--- src/pulse_gen_defs.vh ---
// Register map, field layout, reset values and codes of the triggered pulse generator
// ==========================================================================
// Contract
// With a driver attached, start in voltage operation with full supervision.
// Current operation may be selected only after a successful calibration.
// In current operation each current set point change recomputes the precharge voltage.
// Current operation: voltage at least minimum calibration voltage, current at most maximum.
// Operator reruns calibration after changing minimum voltage or maximum current.
// Operator recalibrates after swapping diode or driver; device cannot detect it.
// No driver: standalone generator, only width, rate, trigger and enable matter.
// Calibration never drives current above 99 percent of maximum diode current; the code applies the first voltage step unchecked.
// Minimum load current not reached at calibration start aborts with an error.
// Calibration steps linear voltage points, measures current, stores points on success.
// Pulses only while trigger condition holds and output is enabled.
// Edge trigger code 1 is rising edge, code 0 falling edge.
// Each qualifying edge launches a burst of the configured pulse count.
// Level trigger: code 5 pulses while input high, code 4 while low.
// Codes 2 and 3 select internal free-running pulse train.
// Only one external trigger input may be driven at a time.
// A started burst always completes despite further edges.
// Settings giving current above maximum disable the output automatically.
// Trigger codes above five are rejected, keeping the previous mode.
// Failed calibration keeps the old table and current mode availability.
`ifndef PULSE_GEN_DEFS_VH
`define PULSE_GEN_DEFS_VH

// Word offsets (byte addresses)
`define REG_CTRL 8'h00
`define REG_WIDTH 8'h04
`define REG_PERIOD 8'h08
`define REG_TRIG 8'h0C
`define REG_SHOTS 8'h10
`define REG_VSET 8'h14
`define REG_ISET 8'h18
`define REG_IMAX 8'h1C
`define REG_UMIN 8'h20
`define REG_STATUS 8'h24
`define REG_IMEAS 8'h28

// Control register fields
`define CTRL_ENABLE 0
`define CTRL_CURMODE 1
`define CTRL_CALSTART 2

// Status word fields
`define ST_CURMODE 0
`define ST_CALVALID 1
`define ST_CALBUSY 2
`define ST_CALERR 3
`define ST_OVERCUR 4
`define ST_DRIVER 5
`define ST_OUTEN 6
`define ST_MODEREJ 7

// Trigger codes
`define TRIG_FALL 3'h0
`define TRIG_RISE 3'h1
`define TRIG_INT_A 3'h2
`define TRIG_INT_B 3'h3
`define TRIG_LOW 3'h4
`define TRIG_HIGH 3'h5
`define TRIG_MAX 3'h5

// Reset values, in clock cycles and codes
`define WIDTH_RST 32'h00000004
`define PERIOD_RST 32'h00000028
`define SHOTS_RST 16'h0001
`define IMAX_RST 16'hFFFF
`define TRIG_RST 3'h2

// Calibration
`define CAL_POINTS 8
`define CAL_PCT_NUM 99
`define CAL_PCT_DEN 100
`define CAL_SETTLE 16'h0100
`define IMIN_LOAD 16'h0010

`endif

--- src/triggered_pulse_generator.v ---
// Triggered pulse generator with calibration and Avalon-MM register slave
//
// The placing of the registers and the Avalon-MM register port were chosen for this implementation.
`timescale 1ns/1ps
`default_nettype none
`include "pulse_gen_defs.vh"

module triggered_pulse_generator (
  // Clock and reset
  input wire clk,
  input wire rst,
  // Avalon-MM slave
  input wire [7:0] address,
  input wire read,
  input wire write,
  input wire [31:0] writedata,
  input wire [3:0] byteenable,
  output reg [31:0] readdata,
  output wire waitrequest,
  output reg [1:0] response,
  // Driver presence and external trigger
  input wire driverPresent,
  input wire extTrigger,
  // Measured diode current from the driver ADC
  input wire [15:0] currentMeas,
  // Outputs to driver or coaxial stage
  output reg pulseOut,
  output reg [15:0] prechargeVolt,
  output reg calBusy
);

  // ==========================================================================
  // Registers
  reg enable_r;
  reg curMode_r;
  reg [31:0] width_r;
  reg [31:0] period_r;
  reg [2:0] trig_r;
  reg [15:0] shots_r;
  reg [15:0] vSet_r;
  reg [15:0] iSet_r;
  reg [15:0] iMax_r;
  reg [15:0] uMin_r;
  reg calValid_r;
  reg calErr_r;
  reg overCur_r;
  reg modeRej_r;
  reg ack_r;
  reg [15:0] calV [0:`CAL_POINTS-1];
  reg [15:0] calI [0:`CAL_POINTS-1];
  reg [15:0] tmpV [0:`CAL_POINTS-1];
  reg [15:0] tmpI [0:`CAL_POINTS-1];
  reg recompute_r;
  integer k;
  integer j;

  wire [31:0] wmask = {{8{byteenable[3]}}, {8{byteenable[2]}},
                       {8{byteenable[1]}}, {8{byteenable[0]}}};
  // Writes land at the acknowledge edge; reads are fetched a cycle early so
  // the registered data stands while waitrequest is low
  wire wr = write & ack_r;
  wire rd = read & ~ack_r;

  // Merge write data into an old value under byte enables
  function [31:0] merge;
    input [31:0] old;
    input [31:0] d;
    input [31:0] m;
    begin
      merge = (old & ~m) | (d & m);
    end
  endfunction

  // Calibration current limit, 99 percent of the maximum
  wire [31:0] iLimProd = {16'h0000, iMax_r} * `CAL_PCT_NUM;
  wire [31:0] iLimQuot = iLimProd / `CAL_PCT_DEN;
  wire [15:0] iLim = iLimQuot[15:0];
  wire [31:0] shotsMerged = merge({16'h0000, shots_r}, writedata, wmask);

  // Standalone use ignores current operation entirely
  wire effCur = curMode_r & driverPresent & calValid_r;
  wire calStartW = wr && address == `REG_CTRL && byteenable[0] &&
                   writedata[`CTRL_CALSTART] && driverPresent && !calBusy;

  // ==========================================================================
  // Bus answer: one wait cycle, then acknowledge
  assign waitrequest = (read | write) & ~ack_r;

  always @(posedge clk or posedge rst) begin
    if (rst) begin
      ack_r <= 1'b0;
    end else begin
      ack_r <= (read | write) & ~ack_r;
    end
  end

  // ==========================================================================
  // Register writes
  always @(posedge clk or posedge rst) begin
    if (rst) begin
      enable_r <= 1'b0;
      curMode_r <= 1'b0;
      width_r <= `WIDTH_RST;
      period_r <= `PERIOD_RST;
      trig_r <= `TRIG_RST;
      shots_r <= `SHOTS_RST;
      iSet_r <= 16'h0000;
      iMax_r <= `IMAX_RST;
      uMin_r <= 16'h0000;
      modeRej_r <= 1'b0;
      recompute_r <= 1'b0;
    end else begin
      recompute_r <= 1'b0;
      if (overCur_r && driverPresent) begin
        enable_r <= 1'b0;
      end
      if (wr) begin
        if (address == `REG_CTRL) begin
          if (byteenable[0]) begin
            enable_r <= writedata[`CTRL_ENABLE];
            // Current operation only with a valid table
            curMode_r <= writedata[`CTRL_CURMODE] & calValid_r;
          end
        end else if (address == `REG_WIDTH) begin
          width_r <= merge(width_r, writedata, wmask);
        end else if (address == `REG_PERIOD) begin
          period_r <= merge(period_r, writedata, wmask);
        end else if (address == `REG_TRIG) begin
          if (byteenable[0]) begin
            if (writedata[31:0] <= {29'h0, `TRIG_MAX}) begin
              trig_r <= writedata[2:0];
              modeRej_r <= 1'b0;
            end else begin
              modeRej_r <= 1'b1;
            end
          end
        end else if (address == `REG_SHOTS) begin
          shots_r <= shotsMerged[15:0];
        end else if (address == `REG_ISET) begin
          // Clamp to the maximum diode current
          iSet_r <= (writedata[15:0] > iMax_r) ? iMax_r : writedata[15:0];
          recompute_r <= 1'b1;
        end else if (address == `REG_IMAX) begin
          iMax_r <= writedata[15:0];
        end else if (address == `REG_UMIN) begin
          uMin_r <= writedata[15:0];
        end
      end
    end
  end

  // ==========================================================================
  // Calibration sequencer
  localparam CAL_IDLE = 2'h0;
  localparam CAL_SETTLE = 2'h1;
  localparam CAL_MEAS = 2'h2;
  localparam CAL_DONE = 2'h3;
  reg [1:0] calState_r;
  reg [2:0] calIdx_r;
  reg [15:0] calCnt_r;
  reg [15:0] calStep_r;
  reg [15:0] calVolt_r;
  // Linear step is one eighth of the span from the minimum voltage to full scale
  wire [15:0] stepW = (16'hFFFF - uMin_r) >> 3;
  // Current is taken as linear in voltage, so the next point is predicted from
  // the last two and, from the second point on, a step that would cross the ceiling is never applied
  reg [15:0] calPrevI_r;
  wire [16:0] nextTwice = {currentMeas, 1'b0};
  wire [16:0] nextBound = {1'b0, iLim} + {1'b0, calPrevI_r};
  wire nextOver = (calIdx_r != 3'h0) && (nextTwice >= nextBound);

  always @(posedge clk or posedge rst) begin
    if (rst) begin
      calState_r <= CAL_IDLE;
      calIdx_r <= 3'h0;
      calCnt_r <= 16'h0000;
      calStep_r <= 16'h0000;
      calVolt_r <= 16'h0000;
      calPrevI_r <= 16'h0000;
      calBusy <= 1'b0;
      calValid_r <= 1'b0;
      calErr_r <= 1'b0;
      for (k = 0; k < `CAL_POINTS; k = k + 1) begin
        calV[k] <= 16'h0000;
        calI[k] <= 16'h0000;
        tmpV[k] <= 16'h0000;
        tmpI[k] <= 16'h0000;
      end
    end else begin
      case (calState_r)
        CAL_IDLE: begin
          if (calStartW) begin
            calBusy <= 1'b1;
            calErr_r <= 1'b0;
            calIdx_r <= 3'h0;
            calVolt_r <= uMin_r;
            calStep_r <= stepW;
            calCnt_r <= `CAL_SETTLE;
            calState_r <= CAL_SETTLE;
          end
        end
        CAL_SETTLE: begin
          if (calCnt_r == 16'h0000) begin
            calState_r <= CAL_MEAS;
          end else begin
            calCnt_r <= calCnt_r - 16'h0001;
          end
        end
        CAL_MEAS: begin
          tmpV[calIdx_r] <= calVolt_r;
          tmpI[calIdx_r] <= currentMeas;
          if (calIdx_r == 3'h0 && currentMeas < `IMIN_LOAD) begin
            calErr_r <= 1'b1;
            calBusy <= 1'b0;
            calState_r <= CAL_IDLE;
          end else if (currentMeas >= iLim || nextOver ||
                       calIdx_r == 3'h7) begin
            // Stop at the ceiling, before a step that would cross it, or at the end
            calState_r <= CAL_DONE;
          end else begin
            calPrevI_r <= currentMeas;
            calIdx_r <= calIdx_r + 3'h1;
            calVolt_r <= calVolt_r + calStep_r;
            calCnt_r <= `CAL_SETTLE;
            calState_r <= CAL_SETTLE;
          end
        end
        CAL_DONE: begin
          // Commit only on success; pad unused points with the last voltage and an all-ones current
          for (k = 0; k < `CAL_POINTS; k = k + 1) begin
            calV[k] <= (k <= calIdx_r) ? tmpV[k] : tmpV[calIdx_r];
            calI[k] <= (k <= calIdx_r) ? tmpI[k] : 16'hFFFF;
          end
          calValid_r <= 1'b1;
          calBusy <= 1'b0;
          calState_r <= CAL_IDLE;
        end
        default: calState_r <= CAL_IDLE;
      endcase
    end
  end

  // ==========================================================================
  // Current to voltage lookup: first stored point at or above the set current
  reg [15:0] lutV;
  always @* begin
    lutV = calV[`CAL_POINTS-1];
    for (j = `CAL_POINTS - 1; j >= 0; j = j - 1) begin
      if (calI[j] >= iSet_r) begin
        lutV = calV[j];
      end
    end
  end

  // Voltage set point: direct write in voltage operation, recomputed in current
  always @(posedge clk or posedge rst) begin
    if (rst) begin
      vSet_r <= 16'h0000;
      prechargeVolt <= 16'h0000;
    end else begin
      if (wr && address == `REG_VSET && !effCur) begin
        vSet_r <= writedata[15:0];
      end else if (effCur && recompute_r) begin
        vSet_r <= (lutV < uMin_r) ? uMin_r : lutV;
      end
      prechargeVolt <= calBusy ? calVolt_r : vSet_r;
    end
  end

  // Overcurrent flag, live in any driver mode; it stays set so software can
  // read why the output stopped, and a new event beats the clearing write
  always @(posedge clk or posedge rst) begin
    if (rst) begin
      overCur_r <= 1'b0;
    end else if (driverPresent && !calBusy && pulseOut && currentMeas > iMax_r) begin
      overCur_r <= 1'b1;
    end else if (wr && address == `REG_CTRL && byteenable[0]) begin
      overCur_r <= 1'b0;
    end
  end

  // ==========================================================================
  // Trigger qualification
  reg trigPrev_r;
  reg [15:0] burstLeft_r;
  wire rise = extTrigger & ~trigPrev_r;
  wire fall = ~extTrigger & trigPrev_r;
  wire isEdge = (trig_r == `TRIG_FALL) || (trig_r == `TRIG_RISE);
  wire edgeHit = (trig_r == `TRIG_RISE) ? rise : fall;
  wire levelOk = (trig_r == `TRIG_HIGH) ? extTrigger : ~extTrigger;
  wire internalMode = (trig_r == `TRIG_INT_A) || (trig_r == `TRIG_INT_B);
  wire outOk = enable_r && !calBusy && !(overCur_r && driverPresent);
  reg [31:0] phase_r;
  wire periodEnd = (phase_r + 32'h1 >= period_r);
  wire running = internalMode ? 1'b1 : isEdge ? (burstLeft_r != 16'h0000) : levelOk;

  // Period counter and pulse output
  always @(posedge clk or posedge rst) begin
    if (rst) begin
      trigPrev_r <= 1'b0;
      burstLeft_r <= 16'h0000;
      phase_r <= 32'h0;
      pulseOut <= 1'b0;
    end else begin
      trigPrev_r <= extTrigger;
      if (!outOk || !running) begin
        phase_r <= 32'h0;
        pulseOut <= 1'b0;
        if (isEdge && edgeHit && outOk && burstLeft_r == 16'h0000) begin
          burstLeft_r <= shots_r;
        end else if (!outOk) begin
          burstLeft_r <= 16'h0000;
        end
      end else begin
        // Further edges are ignored until the burst finishes
        phase_r <= periodEnd ? 32'h0 : phase_r + 32'h1;
        // Output follows the current phase, so each pulse is full width unless outOk or the level condition drops first
        pulseOut <= (phase_r < width_r);
        if (isEdge && periodEnd) begin
          burstLeft_r <= burstLeft_r - 16'h0001;
        end
      end
    end
  end

  // ==========================================================================
  // Read mux
  wire [7:0] laserStatusWord = {modeRej_r, outOk, driverPresent, overCur_r & driverPresent,
                                calErr_r, calBusy, calValid_r, effCur};
  always @(posedge clk or posedge rst) begin
    if (rst) begin
      readdata <= 32'h0;
      response <= 2'h0;
    end else if (rd || wr) begin
      response <= 2'h0;
      readdata <= 32'h0;
      if (address == `REG_CTRL) begin
        readdata <= {30'h0, curMode_r, enable_r};
      end else if (address == `REG_WIDTH) begin
        readdata <= width_r;
      end else if (address == `REG_PERIOD) begin
        readdata <= period_r;
      end else if (address == `REG_TRIG) begin
        readdata <= {29'h0, trig_r};
      end else if (address == `REG_SHOTS) begin
        readdata <= {16'h0, shots_r};
      end else if (address == `REG_VSET) begin
        readdata <= {16'h0, vSet_r};
      end else if (address == `REG_ISET) begin
        readdata <= {16'h0, iSet_r};
      end else if (address == `REG_IMAX) begin
        readdata <= {16'h0, iMax_r};
      end else if (address == `REG_UMIN) begin
        readdata <= {16'h0, uMin_r};
      end else if (address == `REG_STATUS) begin
        readdata <= {24'h0, laserStatusWord};
      end else if (address == `REG_IMEAS) begin
        readdata <= {16'h0, currentMeas};
      end else begin
        response <= 2'h2; // Unmapped: slave error, reads zero
      end
    end
  end

endmodule
`default_nettype wire

--- config.mk ---
export PLATFORM = sky130hd
export DESIGN_NAME = triggered_pulse_generator
export DESIGN_NICKNAME = d
export VERILOG_FILES = /design/src/triggered_pulse_generator.v
export VERILOG_INCLUDE_DIRS = /design/src /design/src/src
export SDC_FILE = /design/constraint.sdc
export NUM_CORES = 2
export LEC_CHECK = 0
export BUFFER_PORTS_ARGS = -buffer_cell sky130_fd_sc_hd__buf_2
export CORE_MARGIN = 3
export CORE_UTILIZATION = 45
export CTS_CLUSTER_SIZE = 20
export DETAILED_ROUTE_END_ITERATION = 8
export PLACE_DENSITY = 0.67
export SETUP_SLACK_MARGIN = 0.3
export SLEW_MARGIN = 20
export SYNTH_ARGS = -nofsm -noshare
export SYNTH_HDL_FRONTEND = slang
export SYNTH_SLANG_ARGS = --single-unit
--- constraint.sdc ---
create_clock -name clk -period 22.4 [get_ports clk]
set_clock_uncertainty 0.05 [all_clocks]
set_input_delay 0 -clock clk [delete_from_list [all_inputs] [get_ports clk]]
set_output_delay 0 -clock clk [all_outputs]
set_load 0.02 [all_outputs]
Yosys cells after proc, flatten, opt, wreduce, memory -nomap -nowiden
Index checks and enable logic that the tools add are counted.
{"block": "word_totals", "reg_bits": 818, "in_bits": 66, "output_inout_bits": 53, "ram_bits": 0, "latch_bits": 0, "mem_count": 0, "rom_bits": 0, "word_cells": 317}
{"block": "op_classes", "n_addsub": 7, "order_cmp": 25, "n_eq_ne": 25, "div_mod_pow": 1, "n_bitwise": 31, "n_mul": 1, "shift": 0, "n_mux": 103, "n_reduce_logical": 63}
{"cell": "2-to-1 mux 16 bit", "n": 47}
{"cell": "bitwise mux 128 bit", "n": 2}
{"cell": "2-to-1 mux 32 bit", "n": 5}
{"cell": ">= comparator 16 bit", "n": 8}
{"cell": "bitwise AND 32 bit", "n": 3}
{"cell": "OR 32 bit", "n": 2}
{"cell": "binary-select mux 16 bit (select 3 bit)", "n": 1}
{"cell": "demux 16 bit (select 3 bit)", "n": 1}
{"cell": "one-hot mux 16 bit (3 select lines)", "n": 1}
{"cell": "adder 32 x 1 -> 32 bit (second input constant)", "n": 1}
{"cell": "divider 23 x 7 -> 32 bit (second input constant)", "n": 1}
{"cell": "equality test 8 x 5 -> 1 bit (second input constant)", "n": 4}
{"cell": ">= comparator 32 bit", "n": 1}
{"cell": "> comparator 16 bit", "n": 2}
{"cell": "less-or-equal comparator 32 x 3 -> 1 bit (second input constant)", "n": 1}
{"cell": "logical NOT 16 bit", "n": 2}
{"cell": "less-than comparator 32 bit", "n": 1}
{"cell": "NOT 32 bit", "n": 1}
{"cell": "one-hot mux 16 bit (2 select lines)", "n": 1}
{"cell": "subtractor 16 x 1 -> 16 bit (second input constant)", "n": 2}
{"cell": "2-to-1 mux 2 bit", "n": 15}
{"cell": "equality test 8 x 6 -> 1 bit (second input constant)", "n": 3}
{"cell": "multiplier 16 x 7 -> 23 bit (second input constant)", "n": 1}
{"cell": "2-to-1 mux 1 bit", "n": 23}
{"cell": "other kinds (49)", "n": 127}

Depth between registers and ports, before layout
{"block": "logic_depth", "ltp_word": 13, "ltp_mapped": 90}

Worst setup path after synthesis
No wires, ideal clock.
{"block": "synth_timing", "path_type": "register -> register", "start": "register iMax_r[6]", "end": "register calCnt_r[5]", "path_stages_with_launch": 85, "t_arrival_ps": 18277, "synth_period_minus_slack_ps": 18459, "path_slack_ps": 3941, "n_path_buf": 6, "path_cell_list": "dfstp_2 ha_1 fa_1 ha_1 inv_1 fa_1 inv_1 ha_1 buf_2 a21oi_1 o21a_1 o221ai_2 or3_1 buf_2 a222oi_1 nor4_1 or3_1 a21oi_1 (+49 left out) ha_1 a21o_1 a21o_1 a21oi_1 o21ai_0 a21oi_1 nor2b_1 o21ai_0 nand2b_1 a21oi_1 a21oi_1 a2111oi_0 o21ai_0 nand2b_1 nor4_1 nor2b_1 xnor2_1 nor2_1"}
{"block": "synth_via", "elab_chain_cells": 9, "word_cells_on_any_way": 10, "classes_between": "add/sub (1); mul (1); div (1); order compare (2); eq/ne (1); reduce/logical (4)"}
{"item": "start, declared", "line": "triggered_pulse_generator.v:42", "rtl": "reg [15:0] iMax_r;"}
{"item": "start signal, assigned", "line": "triggered_pulse_generator.v:108", "rtl": "iMax_r <= `IMAX_RST;"}
{"item": "start signal, assigned", "line": "triggered_pulse_generator.v:144", "rtl": "iMax_r <= writedata[15:0];"}
{"item": "multiplier 16 x 7 -> 23 bit (no source line) (*)"}
{"item": "divider 23 x 7 -> 32 bit (no source line) (*)"}
{"item": "adder 16 x 16 -> 17 bit", "line": "triggered_pulse_generator.v:169", "rtl": "wire [16:0] nextBound = {1'b0, iLim} + {1'b0, calPrevI_r};"}
{"item": ">= comparator 17 bit", "line": "triggered_pulse_generator.v:170", "rtl": "wire nextOver = (calIdx_r != 3'h0) && (nextTwice >= nextBound);"}
{"item": "logical AND 1 bit", "line": "triggered_pulse_generator.v:170"}
{"item": "logical OR 1 bit (*) (2 in series)", "line": "triggered_pulse_generator.v:216", "rtl": "end else if (currentMeas >= iLim || nextOver ||"}
{"item": "inequality test 2 bit (no source line) (*)"}
{"item": "AND reduction 5 bit (no source line) (*)"}
{"item": "end signal, assigned", "line": "triggered_pulse_generator.v:198", "rtl": "calCnt_r <= `CAL_SETTLE;"}
{"item": "end signal, assigned", "line": "triggered_pulse_generator.v:206", "rtl": "calCnt_r <= calCnt_r - 16'h0001;"}
{"item": "end signal, assigned", "line": "triggered_pulse_generator.v:224", "rtl": "calCnt_r <= `CAL_SETTLE;"}
{"item": "end, declared", "line": "triggered_pulse_generator.v:160", "rtl": "reg [15:0] calCnt_r;"}
Every way passes the cells marked *; elsewhere a longest branch is shown, timed or not.
A chain may end at the register's enable or synchronous reset.

Worst setup path after layout
{"block": "layout_timing", "start": "register iMax_r[10]", "end": "register calCnt_r[5]"}
The elaborated chain is that of the path after synthesis.

==> flow_summary.yaml <==
run_status:
  status: "complete, no violations"
setup_path:
  cp.required_ns: 22.90
  crit_top_cell: "a21oi_1"
  critPathLaunch: "iMax_r[10]$_DFFE_PP1P_"
  critPathSlowestCell: "dfstp_2"
  cp-start-kind: "register"
  cp-endpoint: "calCnt_r[5]$_DFFE_PP0P_"
  reg2reg_from: "iMax_r[10]$_DFFE_PP1P_"
  worst_setup_path_end_kind: "register"
  slowest_delay_ns: 0.61
  cp_max_fo: 12
  rrSetupSlack_ns: 1.63
  critical_path_class: "register to register"
  cp.arrival_ns: 21.27
  r2r-end: "calCnt_r[5]$_DFFE_PP0P_"
  worstRegToRegCells: 79
detailed_routing:
  antenna_left: 0
  via_per_inst: 5.907
  finalWirelength_mm: 146.9
  avgRoutedWirePerCell_um: 22.10
  vias: 39257
  drc: 0
  drt-initial-drc-count: 3628
  drt_pass1_iterations: 6
synthesis:
  ys_ff_latch: 801
  syn_area_per_cell_um2: 9.499
  yosysWarnings: 0
  synth_flop_cell: "dfrtp_1"
  yosysSeqAreaShare_pct: 41.47
  synthCells: 5095
  synth_edf_count: 0
  synthArstFlopShare_pct: 100.0
  synth_nets: 5539
  synth_area_um2: 48400
  synth.distinct_cells: 115
clock_tree:
  clockRootBuffer: "clkbuf_16"
  clock_path_buffers: 3
  clock_sinks: 801
  clock_latency_ns: 0.68
  cts_max_level: 3
  path_clk_slew_ns: 0.07
  cts_tree: "built"
  cts_buffers: 87
global_route:
  grt_pass1_vias: 38680
  grt_use_total_pct: 26.08
  grt.overflow.total: 0
  grt_max_degree: 180
  antenna_found_initial: 12
  grt_pass1_wl_mm: 228.8
power:
  pwr-share-seq_pct: 24.7
  p_leak_uw: 0.02513
  power.density_nw_per_um2: 126.8
  swShare_pct: 42.06
  pwr-share-comb_pct: 52.9
  power_switching_uw: 2898
  vdd_ir_drop_max_mv: 0.3658
  power.internal_uw: 3992
  p_clk_share_pct: 22.4
  finalPower_uw: 6890
job:
  maxCapViolCount: 0
die:
  start_util_pct: 45.65
  die_x_um: 334.0
  dieArea_um2: 111500
  core_um2: 106000
  row_count: 119
  die_h_um: 334.0
  ioPinCount: 119
placement:
  dp_hpwl_mm: 101.5
  numPortBuffers: 117
  gp_congestion: 0.9511
  dp_worst_setup_slack_ns: 0.6206
sta:
  finalSetupViolations: 0
  tns_ns: 0
  slew_viol_final: 0
  relSlewSlack_pct: 24.11
  worstMarginPinSlew_ns: 1.138
  min_period_over_period_pct: 92.71
  fin_crit_ns: 20.77
  fmax_mhz: 48.15
  rsz0062_at_grt: "true"
  hold_viol: 0
  fin_ws_ns: 1.632
final_layout:
  drive_gt1_share_pct: 17.07
  nets: 5621
  n_fill_cell: 9731
  area_growth_pct: 12.27
worst_hold_path:
  min_path_type: "input pin to register"
-- power by group through the flow --
stage | Combinational [uW] | Clock [uW] | Sequential (uW)
floorplan | 2770 | 0 | 1710
global placement | 3500 | 0 | 1720
detailed placement | 3520 | 0 | 1730
CTS | 3560 | 1570 | 1700
global route | 4070 | 1620 | 1720
finish | 3640 | 1540 | 1700
-- stage by stage --
stage	std cells	cell area, um2	util [%]	hold slack [ns]
after detailed placement	6405	50380	47.52	0.1266
after global routing	6643	54330	51.25	0.05064
after floorplan	5095	48400	-	-0.01857
final	6646	54340	51.26	0.06634
after CTS	6634	54140	51.07	0.0003234
after global placement	6405	50370	47.51	0.1202
-- flip-flops by register name (all words and copies together), names as in the netlist, 32 cells and up, named ones only --
name and count:
phase_r 32, readdata 32, tmpI 112, calI 112, calV 128, tmpV 128
-- routing by layer --
layer / part of all wire, % / vias to the layer above / GRT usage [%]
li1: - / 18246 / -
met2: 46 / 1294 / 42.67
met1: 43 / 19400 / 35.02
met4: 4.0 / 8 / 10.05
met3: 6.4 / 309 / 3.894
met5: 0.035 / - / 0
-- critical path, delay by kind of cell (launching register included) --
family          cells  cell delay, ns
fa+ha+maj           8            2.95
buf+inv             5            0.70
flops               1            0.61
mux                 1            0.38
simple gates       19            4.80
xor+xnor            5            1.07
compound gates     41           10.13
-- logic make-up (layout without fill, tap and decap cells) --
logic type / count (synthesis) / count (layout) / share of synthesized area, %
other cells: 1 / 6 / 0.007748
fa+ha+maj: 380 / 380 / 10.14
mux: 525 / 525 / 12.05
xor+xnor: 114 / 114 / 2.078
flops: 801 / 801 / 41.47
buf+inv: 496 / 651 / 3.989
compound gates: 1292 / 1292 / 16.33
simple gates: 1486 / 1486 / 13.94
-- cell usage in the layout (no fill, tap or decap), types with 42 or more instances in the layout --
master         netlist  routed
a21o_1              51      51
a21oi_1            361     352
a22oi_1             59      57
a31oi_1             43      42
buf_2               14     117
buf_4                6      73
clkbuf_16            0      87
dfrtp_1            780     779
dlygate4sd3_1        0      67
ha_1               357     357
inv_1              222     221
mux2_2             416     416
mux2i_1            104     103
nand2_1            627     625
nand2b_1            79      79
nand3_1             69      67
nor2_1             368     361
nor2b_1            100      99
nor3_1              62      54
o21ai_0            483     478
xnor2_1             77      75
-- how the worst min path moves through the flow --
stage	from	endpoint	slack (ns)	depth (start not counted)
after floorplan	extTrigger	trigPrev_r$_DFF_PP0_	-0.02	0
after global placement	extTrigger	trigPrev_r$_DFF_PP0_	0.12	1
after detailed placement	extTrigger	trigPrev_r$_DFF_PP0_	0.13	1
after CTS	address[1]	readdata[0]$_DFFE_PP0P_	0.0003	5
after global routing	extTrigger	trigPrev_r$_DFF_PP0_	0.05	2
final	address[1]	readdata[0]$_DFFE_PP0P_	0.07	5
-- synth_stat cells (77+ instances only) --
cell	number	area share [%]
a21oi_1	361	3.7
clkbuf_1	210	1.6
dfrtp_1	780	40
ha_1	357	9.2
inv_1	222	1.7
mux2_2	416	9.7
mux2i_1	104	2.2
nand2_1	627	4.9
nand2b_1	79	1.0
nor2_1	368	2.9
nor2b_1	100	1.3
o21ai_0	483	5.0
xnor2_1	77	1.4
-- cell type report --
cell class / instances / area (um2) / area share, %
flip-flops and latches: 801 / 20070 / 36.94
diodes: 5 / 12.51 / 0.02303
well taps: 1391 / 1740 / 3.203
multi-input cells: 3798 / 26700 / 49.13
clock inverters: 37 / 565.5 / 1.041
inverters: 229 / 865.8 / 1.593
clock buffers: 125 / 2530 / 4.656
repair buffers: 260 / 1856 / 3.415
-- timing repair --
action | in CTS | in global routing
setup buffers | 0 | 7
setup endpoints to repair | 0 | 52
hold buffers | 67 | 0
gates resized for setup | 0 | 23
hold endpoints to repair | 370 | 0
(Power assumes the default switching activity.)
